<file path="src/logic/phyrm_pkg.sv">
// Summary of operation
// - led steady on link, blinks on activity
// - led pin may become general purpose io
// - low reset pin starts reset process
// - reset resamples straps, restores all defaults
// - receive dibits valid only with receive valid
// - one output merges carrier and data valid
// - receive error high on bad symbol
// - bad symbol also corrupts delivered receive data
// - master mode drives clock out pin
`default_nettype none
package phyrm_pkg;

  // ----------------------------------------------------------------
  // clock and timing
  // ----------------------------------------------------------------
  localparam int unsigned CLK_HZ        = 25_000_000;  // reference rate
  localparam int unsigned BLINK_NS      = 100_000_000; // blink half period
  localparam longint unsigned BLINK_CYC =
    (longint'(BLINK_NS) * CLK_HZ) / 1_000_000_000;     // rounds down
  localparam int unsigned SLOW_DIV      = 10;          // cycles per dibit
  localparam logic [3:0]  SLOW_LAST     = 4'h9;        // divider top

  // ----------------------------------------------------------------
  // straps and reset values
  // ----------------------------------------------------------------
  localparam int unsigned STRAP_W       = 2;           // strap pins
  localparam int unsigned STRAP_MASTER  = 0;           // master mode bit
  localparam int unsigned STRAP_SETTLE  = 3;           // sync depth
  localparam logic [1:0]  STRAP_RST     = 2'h0;        // default straps

  // ----------------------------------------------------------------
  // receive data layout
  // ----------------------------------------------------------------
  localparam int unsigned BYTE_W        = 8;           // data byte
  localparam int unsigned RXB_W         = 9;           // error + byte
  localparam int unsigned RXB_ERR       = 8;           // error position
  localparam logic [1:0]  ERR_DIBIT     = 2'h1;        // corrupt pattern
  localparam logic [1:0]  LAST_DIBIT    = 2'h3;        // last of byte

  typedef enum logic [0:0] {
    PHYRM_IDLE,
    PHYRM_SEND
  } phyrm_rx_state_e;

endpackage : phyrm_pkg
`default_nettype wire

</file>
<file path="src/logic/phyrm_buffer.sv">
`timescale 1ns/1ps
`default_nettype none
module phyrm_buffer
  import phyrm_pkg::*;
#(
  parameter int unsigned WIDTH = RXB_W,  // word width
  parameter int unsigned DEPTH = 2       // entries
) (
  input  wire logic             clk,
  input  wire logic             rstn,
  input  wire logic [WIDTH-1:0] in_data,
  input  wire logic             in_valid,
  output logic                  in_ready,
  output logic [WIDTH-1:0]      out_data,
  output logic                  out_valid,
  input  wire logic             out_ready
);

  // ----------------------------------------------------------------
  // storage and pointers
  // ----------------------------------------------------------------
  localparam int unsigned AW = (DEPTH > 1) ? $clog2(DEPTH) : 1;

  initial begin
    if (DEPTH < 2 || (DEPTH & (DEPTH - 1)) != 0)
      $error("phyrm_buffer depth must be a power of two >= 2");
  end

  logic [WIDTH-1:0] mem_reg [DEPTH];     // entries
  logic [AW-1:0]    wr_ptr_reg;          // write index
  logic [AW-1:0]    rd_ptr_reg;          // read index
  logic [AW:0]      count_reg;           // occupancy
  logic             push;                // word accepted
  logic             pop;                 // word drained

  assign push      = in_valid && in_ready;
  assign pop       = out_valid && out_ready;
  assign in_ready  = (count_reg != (AW+1)'(DEPTH));
  assign out_valid = (count_reg != '0);
  assign out_data  = mem_reg[rd_ptr_reg];

  // write side
  always_ff @(posedge clk) begin
    if (push) begin
      mem_reg[wr_ptr_reg] <= in_data;
    end
  end

  // pointers and count
  always_ff @(posedge clk) begin
    if (!rstn) begin
      wr_ptr_reg <= '0;
      rd_ptr_reg <= '0;
      count_reg  <= '0;
    end else begin
      if (push) begin
        wr_ptr_reg <= wr_ptr_reg + 1'b1;
      end
      if (pop) begin
        rd_ptr_reg <= rd_ptr_reg + 1'b1;
      end
      if (push && !pop) begin
        count_reg <= count_reg + 1'b1;
      end else if (pop && !push) begin
        count_reg <= count_reg - 1'b1;
      end
    end
  end

endmodule // phyrm_buffer
`default_nettype wire

</file>
<file path="src/logic/phyrm_pin_interface.sv">
`timescale 1ns/1ps
`default_nettype none
module phyrm_pin_interface
  import phyrm_pkg::*;
#(
  parameter longint unsigned BLINK_CYCLES = BLINK_CYC  // blink half period
) (
  input  wire logic               clk,
  input  wire logic               rstn,
  // straps and line state
  input  wire logic [STRAP_W-1:0] strap_pins_in,
  input  wire logic               link_up,
  input  wire logic               speed_100,
  // indicator pin control
  input  wire logic               led_gpio_enable,
  input  wire logic               led_gpio_dir_in,
  input  wire logic               led_gpio_drive_out,
  input  wire logic               link_activity_indicator_in,
  output logic                    link_activity_indicator,
  output logic                    link_activity_indicator_oe_n,
  output logic                    led_gpio_level,
  output logic                    master_mode,
  output logic                    master_clock_output,
  output logic                    master_clock_output_oe_n,
  // decoded receive bytes from the line side
  input  wire logic               rx_carrier,
  input  wire logic [BYTE_W-1:0]  rx_byte_data,
  input  wire logic               rx_byte_error,
  input  wire logic               rx_byte_valid,
  output logic                    rx_byte_ready,
  // receive pins toward the mac
  output logic                    receive_dibit_low,
  output logic                    receive_dibit_high,
  output logic                    receive_valid_flag,
  output logic                    carrier_valid_combined,
  output logic                    receive_error_flag,
  // transmit pins from the mac
  input  wire logic               transmit_dibit_low,
  input  wire logic               transmit_dibit_high,
  input  wire logic               transmit_valid_input,
  output logic [BYTE_W-1:0]       tx_byte_data,
  output logic                    tx_byte_valid
);

  initial begin
    if (BLINK_CYCLES < 2 || BLINK_CYCLES > 64'hFFFF_FFFF)
      $error("phyrm_pin_interface blink period out of range");
  end

  // ----------------------------------------------------------------
  // strap capture after reset release
  // ----------------------------------------------------------------
  logic [STRAP_W-1:0] strap_s1_reg;     // first sync stage
  logic [STRAP_W-1:0] strap_s2_reg;     // second sync stage
  logic [STRAP_W-1:0] strap_s3_reg;     // third sync stage
  logic [STRAP_W-1:0] strap_reg;        // latched straps
  logic [1:0]         settle_reg;       // cycles since release
  logic               strap_done_reg;   // straps latched

  // strap pin synchroniser
  always_ff @(posedge clk) begin
    strap_s1_reg <= strap_pins_in;
    strap_s2_reg <= strap_s1_reg;
    strap_s3_reg <= strap_s2_reg;
  end

  // rescan straps on every reset
  always_ff @(posedge clk) begin
    if (!rstn) begin
      strap_reg      <= STRAP_RST;
      settle_reg     <= '0;
      strap_done_reg <= 1'b0;
    end else if (!strap_done_reg) begin
      settle_reg <= settle_reg + 1'b1;
      // take the value once the pipe is refilled and stable
      if (settle_reg == 2'(STRAP_SETTLE - 1) &&
          strap_s2_reg == strap_s3_reg) begin
        strap_reg      <= strap_s3_reg;
        strap_done_reg <= 1'b1;
      end else if (settle_reg == 2'(STRAP_SETTLE - 1)) begin
        settle_reg <= settle_reg;
      end
    end
  end

  // ----------------------------------------------------------------
  // master clock forwarding
  // ----------------------------------------------------------------
  // reference forwarded as a toggle; slave mode leaves the pin idle
  always_ff @(posedge clk) begin
    if (!rstn) begin
      master_mode              <= 1'b0;
      master_clock_output      <= 1'b0;
      master_clock_output_oe_n <= 1'b1;
    end else begin
      master_mode              <= strap_reg[STRAP_MASTER];
      master_clock_output_oe_n <= !strap_reg[STRAP_MASTER];
      master_clock_output      <= strap_reg[STRAP_MASTER] &&
                                  !master_clock_output;
    end
  end

  // ----------------------------------------------------------------
  // dibit rate divider
  // ----------------------------------------------------------------
  logic [3:0] div_reg;     // slow rate counter
  logic       dibit_en;    // one dibit slot

  // free running divide by ten for 10 Mb/s
  always_ff @(posedge clk) begin
    if (!rstn) begin
      div_reg <= '0;
    end else if (speed_100 || div_reg == SLOW_LAST) begin
      div_reg <= '0;
    end else begin
      div_reg <= div_reg + 1'b1;
    end
  end

  assign dibit_en = speed_100 || (div_reg == SLOW_LAST);

  // ----------------------------------------------------------------
  // receive buffer and serializer
  // ----------------------------------------------------------------
  logic [RXB_W-1:0] buf_data;        // head word
  logic             buf_valid;       // head present
  logic             buf_pop;         // take head
  logic             buf_in_ready;    // room for a word
  logic             rdy_reg;         // registered ready
  phyrm_rx_state_e  rx_state_reg;    // serializer state
  logic [BYTE_W-1:0] rx_shift_reg;   // byte being sent
  logic             rx_err_reg;      // byte carries error
  logic [1:0]       rx_idx_reg;      // dibit index
  logic             rx_load;         // start a new byte

  phyrm_buffer #(
    .WIDTH (RXB_W),
    .DEPTH (2)
  ) u_rx_buffer (
    .clk       (clk),
    .rstn      (rstn),
    .in_data   ({rx_byte_error, rx_byte_data}),
    .in_valid  (rx_byte_valid && rdy_reg),
    .in_ready  (buf_in_ready),
    .out_data  (buf_data),
    .out_valid (buf_valid),
    .out_ready (buf_pop)
  );

  // ready as a flop; drops one word early so nothing is lost
  always_ff @(posedge clk) begin
    if (!rstn) begin
      rdy_reg <= 1'b0;
    end else begin
      rdy_reg <= buf_in_ready && !(rx_byte_valid && rdy_reg &&
                 !buf_pop && buf_valid);
    end
  end

  assign rx_byte_ready = rdy_reg;

  // a new byte starts when idle or after the last dibit
  assign rx_load = dibit_en && buf_valid &&
                   (rx_state_reg == PHYRM_IDLE ||
                    rx_idx_reg == LAST_DIBIT);
  assign buf_pop = rx_load;

  // byte to dibit shifter, low pair first
  always_ff @(posedge clk) begin
    if (!rstn) begin
      rx_state_reg <= PHYRM_IDLE;
      rx_shift_reg <= '0;
      rx_err_reg   <= 1'b0;
      rx_idx_reg   <= '0;
    end else if (dibit_en) begin
      unique case (rx_state_reg)
        PHYRM_IDLE: begin
          if (rx_load) begin
            rx_state_reg <= PHYRM_SEND;
            rx_shift_reg <= buf_data[BYTE_W-1:0];
            rx_err_reg   <= buf_data[RXB_ERR];
            rx_idx_reg   <= '0;
          end
        end
        PHYRM_SEND: begin
          if (rx_load) begin
            rx_shift_reg <= buf_data[BYTE_W-1:0];
            rx_err_reg   <= buf_data[RXB_ERR];
            rx_idx_reg   <= '0;
          end else if (rx_idx_reg == LAST_DIBIT) begin
            rx_state_reg <= PHYRM_IDLE;
            rx_idx_reg   <= '0;
          end else begin
            rx_shift_reg <= {2'h0, rx_shift_reg[BYTE_W-1:2]};
            rx_idx_reg   <= rx_idx_reg + 1'b1;
          end
        end
      endcase
    end
  end

  // ----------------------------------------------------------------
  // receive pins
  // ----------------------------------------------------------------
  logic       sending;       // a byte is in flight
  logic [1:0] dibit_now;     // dibit for this slot

  assign sending   = (rx_state_reg == PHYRM_SEND);
  // bad symbols replace the data so a careless mac drops the frame
  assign dibit_now = rx_err_reg ? ERR_DIBIT : rx_shift_reg[1:0];

  // pins change only on dibit slots, held ten cycles when slow
  always_ff @(posedge clk) begin
    if (!rstn) begin
      receive_dibit_low      <= 1'b0;
      receive_dibit_high     <= 1'b0;
      receive_valid_flag     <= 1'b0;
      receive_error_flag     <= 1'b0;
      carrier_valid_combined <= 1'b0;
    end else if (dibit_en) begin
      receive_valid_flag <= sending;
      receive_dibit_low  <= sending && dibit_now[0];
      receive_dibit_high <= sending && dibit_now[1];
      receive_error_flag <= sending && rx_err_reg;
      // after carrier loss the flag toggles per dibit until drained
      carrier_valid_combined <= rx_carrier ||
                                (sending && rx_idx_reg[0]);
    end
  end

  // ----------------------------------------------------------------
  // transmit dibit assembly
  // ----------------------------------------------------------------
  logic [3:0]        tx_phase_reg;   // slot phase from frame start
  logic [1:0]        tx_idx_reg;     // dibit within byte
  logic [BYTE_W-1:0] tx_acc_reg;     // byte under assembly
  logic              tx_take;        // sample this cycle

  // slot phase restarts with the frame so slow dibits are taken on the first cycle of each slot
  always_ff @(posedge clk) begin
    if (!rstn || !transmit_valid_input || speed_100) begin
      tx_phase_reg <= '0;
    end else if (tx_phase_reg == SLOW_LAST) begin
      tx_phase_reg <= '0;
    end else begin
      tx_phase_reg <= tx_phase_reg + 1'b1;
    end
  end

  assign tx_take = transmit_valid_input &&
                   (speed_100 || tx_phase_reg == 4'h0);

  // shift in dibits low pair first, hand out whole bytes
  always_ff @(posedge clk) begin
    if (!rstn) begin
      tx_idx_reg    <= '0;
      tx_acc_reg    <= '0;
      tx_byte_data  <= '0;
      tx_byte_valid <= 1'b0;
    end else begin
      tx_byte_valid <= 1'b0;
      if (!transmit_valid_input) begin
        tx_idx_reg <= '0; // partial byte dropped
      end else if (tx_take) begin
        tx_acc_reg <= {transmit_dibit_high, transmit_dibit_low,
                       tx_acc_reg[BYTE_W-1:2]};
        tx_idx_reg <= tx_idx_reg + 1'b1;
        if (tx_idx_reg == LAST_DIBIT) begin
          tx_byte_data  <= {transmit_dibit_high, transmit_dibit_low,
                            tx_acc_reg[BYTE_W-1:2]};
          tx_byte_valid <= 1'b1;
        end
      end
    end
  end

  // ----------------------------------------------------------------
  // link and activity indicator
  // ----------------------------------------------------------------
  logic [31:0] blink_cnt_reg;   // blink half period count
  logic        blink_reg;       // blink phase
  logic        act_reg;         // activity seen this period
  logic        act_hold_reg;    // activity of last period
  logic        led_s1_reg;      // pin sync stage 1
  logic        led_s2_reg;      // pin sync stage 2
  logic        led_s3_reg;      // pin sync stage 3

  // blink timer and activity stretch
  always_ff @(posedge clk) begin
    if (!rstn) begin
      blink_cnt_reg <= '0;
      blink_reg     <= 1'b0;
      act_reg       <= 1'b0;
      act_hold_reg  <= 1'b0;
    end else if (blink_cnt_reg == 32'(BLINK_CYCLES - 1)) begin
      blink_cnt_reg <= '0;
      blink_reg     <= !blink_reg;
      act_hold_reg  <= act_reg || sending || transmit_valid_input;
      act_reg       <= 1'b0;
    end else begin
      blink_cnt_reg <= blink_cnt_reg + 1'b1;
      act_reg       <= act_reg || sending || transmit_valid_input;
    end
  end

  // indicator pin drive or general purpose use
  always_ff @(posedge clk) begin
    if (!rstn) begin
      link_activity_indicator      <= 1'b0;
      link_activity_indicator_oe_n <= 1'b0;
    end else if (led_gpio_enable) begin
      link_activity_indicator      <= led_gpio_drive_out;
      link_activity_indicator_oe_n <= led_gpio_dir_in;
    end else begin
      link_activity_indicator      <= link_up &&
                                      (!act_hold_reg || blink_reg);
      link_activity_indicator_oe_n <= 1'b0;
    end
  end

  // pin level read back through a three stage sync
  always_ff @(posedge clk) begin
    if (!rstn) begin
      led_s1_reg     <= 1'b0;
      led_s2_reg     <= 1'b0;
      led_s3_reg     <= 1'b0;
      led_gpio_level <= 1'b0;
    end else begin
      led_s1_reg <= link_activity_indicator_in;
      led_s2_reg <= led_s1_reg;
      led_s3_reg <= led_s2_reg;
      if (led_s2_reg == led_s3_reg) begin
        led_gpio_level <= led_s3_reg;
      end
    end
  end

endmodule // phyrm_pin_interface
`default_nettype wire

</file>
<file path="config.mk">
export PLATFORM = sky130hd
export DESIGN_NAME = phyrm_pin_interface
export DESIGN_NICKNAME = d
export VERILOG_FILES = /design/src/logic/phyrm_pkg.sv /design/src/logic/phyrm_buffer.sv /design/src/logic/phyrm_pin_interface.sv
export SDC_FILE = /design/constraint.sdc
export NUM_CORES = 1
export LEC_CHECK = 0
export BUFFER_PORTS_ARGS = -buffer_cell sky130_fd_sc_hd__buf_2
export CORE_ASPECT_RATIO = 1.4
export CORE_UTILIZATION = 35
export CTS_CLUSTER_DIAMETER = 150
export DETAILED_ROUTE_END_ITERATION = 12
export SYNTH_ARGS = -nofsm -noshare
export SYNTH_HDL_FRONTEND = slang
export SYNTH_SLANG_ARGS = --single-unit
</file>
<file path="constraint.sdc">
create_clock -name clk -period 5.6 [get_ports clk]
set_input_delay 0.28 -clock clk [delete_from_list [all_inputs] [get_ports clk]]
set_output_delay 0.28 -clock clk [all_outputs]
set_load 0.01 [all_outputs]
</file>
# Word-level counts from Yosys, hierarchy flattened

Memories as Yosys holds them, arrays and structs flattened. A register that Yosys moved wholly into a read port is not among the register bits.
Index checks and enable logic that the tools add are counted.

$add $sub $neg: 10
Equal/unequal tests: 12
Multiplexer cells: 26
Bitwise gates (word level): 3
Reduce and logical (&&, ||, !) cells: 53

Operator list:

| kind                    | count |
|---|---|
| $add A32 B1 Y32 const B | 1 |
| $eq A32 B22 Y1 const B  | 1 |
| $mux W8                 | 3 |
| $logic_and A1 B1 Y1     | 18 |
| $mux W2                 | 8 |
| $pmux W8 S2             | 1 |
| $reduce_and A2 Y1       | 7 |
| $mux W1                 | 12 |
| $logic_not A1 Y1        | 10 |
| $logic_or A1 B1 Y1      | 9 |
| $reduce_and A3 Y1       | 3 |
| $add A2 B1 Y2 const B   | 4 |
| $add A4 B1 Y4 const B   | 2 |
| $eq A4 B4 Y1 const B    | 2 |
| $eq A2 B2 Y1 const B    | 3 |
| $reduce_or A2 Y1        | 3 |
| $logic_not A4 Y1        | 1 |
| $ne A2 B2 Y1 const B    | 2 |
| $pmux W2 S2             | 1 |
| $reduce_bool A2 Y1      | 2 |
| $ne A3 B3 Y1 const B    | 1 |
| $not A1 Y1              | 3 |
| $add A1 B1 Y1 const B   | 2 |
| $eq A2 B2 Y1            | 1 |
| 4 further kinds         | 4 |

Bits in registers: 103
Bits in writable memories: 18
Memories kept: 1

Memory list:

| name                | words | width | rd ports | clocked after memory_dff | wr ports | RTL line           | RTL |
|---|---|---|---|---|---|---|---|
| u_rx_buffer.mem_reg | 2     | 9     | 1        | 1                        | 1        | phyrm_buffer.sv:29 | `logic [WIDTH-1:0] mem_reg [DEPTH];` |

# Depth between registers and ports, before layout

Word-level depth: 9
Depth in mapped cells: 9
Mapped depth without buffers: 8

# Cells and area by module

A second synthesis with hierarchy kept.

Cell total of the unflattened synthesis: 494
Area, all modules: 4862.2 sq um

Modules (own cells, without submodules):

| module              | instances | cells each | area each (sq um) |
|---|---|---|---|
| phyrm_pin_interface | 1         | 442        | 3972.6 |
| phyrm_buffer        | 1         | 52         | 889.6 |

# Worst setup path before layout

Ideal clock, no wire load.

Path kind: register -> register
Start: register div_reg[1]
End: register u_rx_buffer.count_reg[1]
Setup time: 70 ps
Arrival time: 2040 ps
Setup slack: 3490 ps
Stages on the path, launching flop included: 9
Period minus slack after synthesis: 2110 ps
Path through: dfxtp_1 -> inv_1 -> ha_1 -> and3b_1 -> clkbuf_1 -> o221ai_1 -> ha_1 -> or3_1 -> a21oi_1

Longest elaborated chain between the ends: 8
Elaborated cells between the ends (all ways): 10
Classes of those cells: eq/ne: 1; mux: 1; reduce/logical: 8

Ends and longest elaborated chain:

| element                                              | RTL line                   | RTL |
|---|---|---|
| start: declaration                                   | phyrm_pin_interface.sv:106 | `logic [3:0] div_reg;` |
| start signal: assignment                             | phyrm_pin_interface.sv:116 | `div_reg <= div_reg + 1'b1;` |
| $eq A4 B4 Y1 (*)                                     | phyrm_pin_interface.sv:120 | `assign dibit_en = speed_100 \|\| (div_reg == SLOW_LAST);` |
| $logic_or A1 B1 Y1 (*)                               | phyrm_pin_interface.sv:120 |  |
| $logic_and A1 B1 Y1 (*) (2 in a row)                 | phyrm_pin_interface.sv:163 | `assign rx_load = dibit_en && buf_valid &&` |
| $logic_and A1 B1 Y1 (*)                              | phyrm_buffer.sv:37         | `assign pop = out_valid && out_ready;` |
| $logic_not A1 Y1                                     | phyrm_buffer.sv:62         | `if (push && !pop) begin` |
| $logic_and A1 B1 Y1                                  | phyrm_buffer.sv:62         |  |
| $mux W2 / $reduce_bool A2 Y1 (equally long branches) | -                          |  |
| end signal: assignment                               | phyrm_buffer.sv:63         | `count_reg <= count_reg + 1'b1;` |
| end signal: assignment                               | phyrm_buffer.sv:65         | `count_reg <= count_reg - 1'b1;` |
| end: declaration                                     | phyrm_buffer.sv:32         | `logic [AW:0] count_reg;` |

Every way passes the cells marked *; elsewhere a longest branch is shown, timed or not.
A chain may end at the register's enable or synchronous reset.

# Final worst setup path

Start: register blink_cnt_reg[0]
End: register blink_cnt_reg[22]

Longest elaborated chain between the ends: 2
Elaborated cells between the ends (all ways): 3
Classes of those cells: add/sub: 1; eq/ne: 1; reduce/logical: 1

Ends and longest elaborated chain:

| element                                                 | RTL line                   | RTL |
|---|---|---|
| start: declaration                                      | phyrm_pin_interface.sv:280 | `logic [31:0] blink_cnt_reg;` |
| start signal: assignment                                | phyrm_pin_interface.sv:301 | `blink_cnt_reg <= blink_cnt_reg + 1'b1;` |
| branches (longest 2 deep; another with $add A32 B1 Y32) | -                          |  |

Parallel ways; which one is timed is not known.

==> summary.md <==
| Metric | Value |
|---|---|
| Total GRT Usage | `0.146` |
| Post-synthesis simple-gate area fraction | `0.197` |
| Cells along the critical path | `ha_1, and4_1, nand4_1, or4_2, a21oi_1` |
| Endpoints failing setup | `0` |
| # port buffers | `44` |
| R2r endpoint | `blink_cnt_reg[22]$_SDFF_PP0_` |
| Detail Placement HPWL | `6.76 mm` |
| Minimum clock period | `2.37 ns` |
| Fmax | `0.422 GHz` |
| First-pass GRT wire length | `16.1 mm` |
| H-tree depth reported by CTS | `4` |
| Asr flop ratio synth | `0` |
| RSZ-0062 raised after global routing | `false` |
| Max-slew violations | `0` |
| Required time of the critical path | `5.94 ns` |
| Clock Latency Late Sink | `0.41 ns` |
| Complex-gate fraction of the synthesized area | `0.116` |
| Grt met3 use | `0.0545` |
| Diode count | `0` |
| Vias in the first global route | `3520` |
| Core Region | `0.0134 sq mm` |
| Via density | `5.00` |
| Setup_tns | `0 ns` |
| Syn avg cell area | `9.80 sq um` |
| Cell variety after synth | `51` |
| Cts repair resizes | `0` |
| Synth Area in XOR/XNOR | `0.0400` |
| Setup crit end | `blink_cnt_reg[22]$_SDFF_PP0_` |
| Hold crit path type | `input pin to flop` |
| Mapped Area | `0.00481 sq mm` |
| DIE AREA | `0.0142 sq mm` |
| Layout Skew | `0.00719 ns` |
| # rows | `50` |
| Leak | `2.22 nW` |
| Met2 usage | `0.254` |
| Yosys warns | `0` |
| Final WL | `9.81 mm` |
| CP max stage delay | `0.77 ns` |
| Met1 usage | `0.155` |
| Largest net degree at the start of global routing | `34` |
| Max reg flops | `32` |
| Relative slew slack | `0.282` |
| Critical path type | `flop to flop` |
| Dpl cell area | `0.00518 sq mm` |
| Worst reg2reg startpoint | `blink_cnt_reg[0]$_SDFF_PP0_` |
| Top-level I/O count | `45` |
| Max stage delay cell, worst path | `or4_2` |
| Final Instance Area | `0.00579 sq mm` |
| Final nets | `569` |
| Largest family of logic cells by synthesized area | `simple AND/OR/NAND/NOR gates` |
| Crit-path max FO | `11` |
| Chip Height | `141 microns` |
| Least-Margin Pin Slew | `1.07 ns` |
| Die width | `101 microns` |
| DRC violations left | `0` |
| Starting Density | `0.360` |
| Total CTS buffers | `17` |
| Vias | `3648` |
| Syn-to-layout area delta | `20.3%` |
| Worst Setup End Kind | `flop` |
| Tcrit/Tclk final | `0.423` |
| Startpoint types | `flop` |
| Mean routed wirelength per cell | `13.4 microns` |
| Initial antenna violation count | `0` |
| Global placer's final weighted congestion | `0.792` |
| Max-Cap Viols | `0` |
| Mapped Cells | `491` |
| Fin util | `0.433` |
| Commonest non-fill, non-tap cell in the layout | `dfxtp_1` |
| Arr. time, crit path | `2.71 ns` |
| ANT nets after route | `0` |
| Layout cells sized above 1 | `0.161` |
| CTS tree | `built` |
| Most frequent cells in the layout | `dfxtp_1 (102), nor2_1 (55), a21oi_1 (51)` |
| Dominant synthesized flop cell | `dfxtp_1` |
| CTS max path bufs | `2` |
| Clock root buffer | `clkbuf_16` |
| Synthesized Nets | `525` |
| Worst-path clk slew | `0.05 ns` |
| Setup crit start | `blink_cnt_reg[0]$_SDFF_PP0_` |
| Synth Area in Adders | `0.0260` |
| Pwr dens | `403 mW/mm^2` |
| Status | `finished, final reports clean` |
| Grt ovf | `0` |
| Count of final hold-check violations | `0` |
| FF-to-FF path depth | `5` |
| DR pass1 iterations | `4` |
| Number of flops mapped to enable cells by yosys | `18` |
| Reg2reg setup slack | `3.23 ns` |
| Proportion of synthesized area in mux cells | `0.0522` |
| Sequential share of the synthesized area | `0.537` |
| Initial DRC Count | `179` |
| GRT Max-Usage Layer | `met2` |
| Synth Register Bits | `120` |
| Worst ir drop on vdd | `0.176 mV` |
| Clock Sinks | `120` |
## worst max-delay path: cells and delay by family (launching register included)
family                   cells  cell delay, ns
AND/OR/NAND/NOR              3            1.54
flip-flops                   1            0.39
AO/OA/AOI/OAI                1            0.16
adder cells (fa/ha/maj)      1            0.22
## routing by layer
metal / vias up / wire length (microns)
li1: 1845 / -
met1: 1729 / 4200
met2: 59 / 5070
met3: 15 / 362
met4: 0 / 175
met5: - / 0
## repair_timing
| action | CTS | global route |
|---|---|---|
| buffers inserted | 0 | 0 |
| endpoints found under the hold margin | 2 | 0 |
| hold buffers | 2 | 0 |
## synthesized netlist by cell type, types with 3 or more instances
cell	n	area share
dfxtp_1	102	0.42
nor2_1	55	0.043
a21oi_1	51	0.053
nand2_1	26	0.020
o21ai_0	26	0.027
mux2i_1	24	0.050
edfxtp_1	18	0.11
clkbuf_1	17	0.013
inv_1	16	0.012
nand3_1	14	0.015
xor2_1	13	0.024
nand4_1	12	0.016
or3_1	12	0.016
ha_1	10	0.026
o31ai_1	9	0.014
or4_1	9	0.014
xnor2_1	9	0.016
and2_1	7	0.0091
and3_1	5	0.0065
buf_2	4	0.0042
nor3_1	4	0.0042
nor4b_1	4	0.0073
or4_4	4	0.0094
and4_1	3	0.0055
nor4_1	3	0.0039
or2_2	3	0.0039
## worst min-delay path by stage
stage                                        from                                  end  slack, ns  depth (start not counted)
after floorplan                  strap_pins_in[0]              strap_s1_reg[0]$_DFF_P_       0.31                          0
after global placement    strap_s1_reg[1]$_DFF_P_              strap_s2_reg[1]$_DFF_P_       0.31                          0
after detailed placement  strap_s1_reg[1]$_DFF_P_              strap_s2_reg[1]$_DFF_P_       0.32                          0
after CTS                         rx_byte_data[4]  u_rx_buffer.mem_reg[1][4]$_DFFE_PP_       0.04                          1
after global routing              rx_byte_data[5]  u_rx_buffer.mem_reg[0][5]$_DFFE_PP_       0.04                          1
final                             rx_byte_data[4]  u_rx_buffer.mem_reg[1][4]$_DFFE_PP_       0.06                          1
## report_power, final
group,switching [mW],total [mW],internal (mW)
logic,0.147,0.259,0.112
registers,0.0531,1.00,0.948
clock network,0.359,1.08,0.718
total,0.559,2.34,1.78
## layout make-up
class	instances	area, sq um
fill	1310	7600
sequential	120	2580
inverter	16	60.1
clock inverter	9	123
clock buffer	23	468
timing repair buffer	48	255
tap	182	228
multi-input combinational	332	2080
## per-stage QoR
stage	hold WS (ns)	setup slack (ns)	instances	power (mW)
floorplan	0.308	3.49	491	1.21
global placement	0.312	3.33	696	1.26
detailed placement	0.315	3.25	696	1.28
CTS	0.0445	3.23	730	2.36
global route	0.0407	3.04	730	2.45
finish	0.0599	3.23	730	2.34
## cells by family after synthesis
logic type                 after synthesis
and+or+nand+nor                        175
DFF                                    120
AOI/OAI and AO/OA                      100
buffers and inverters                   39
muxes                                   25
xor gates and xnor gates                22
adders and majority gates               10
Note: power is estimated with default switching activity, not from simulation.
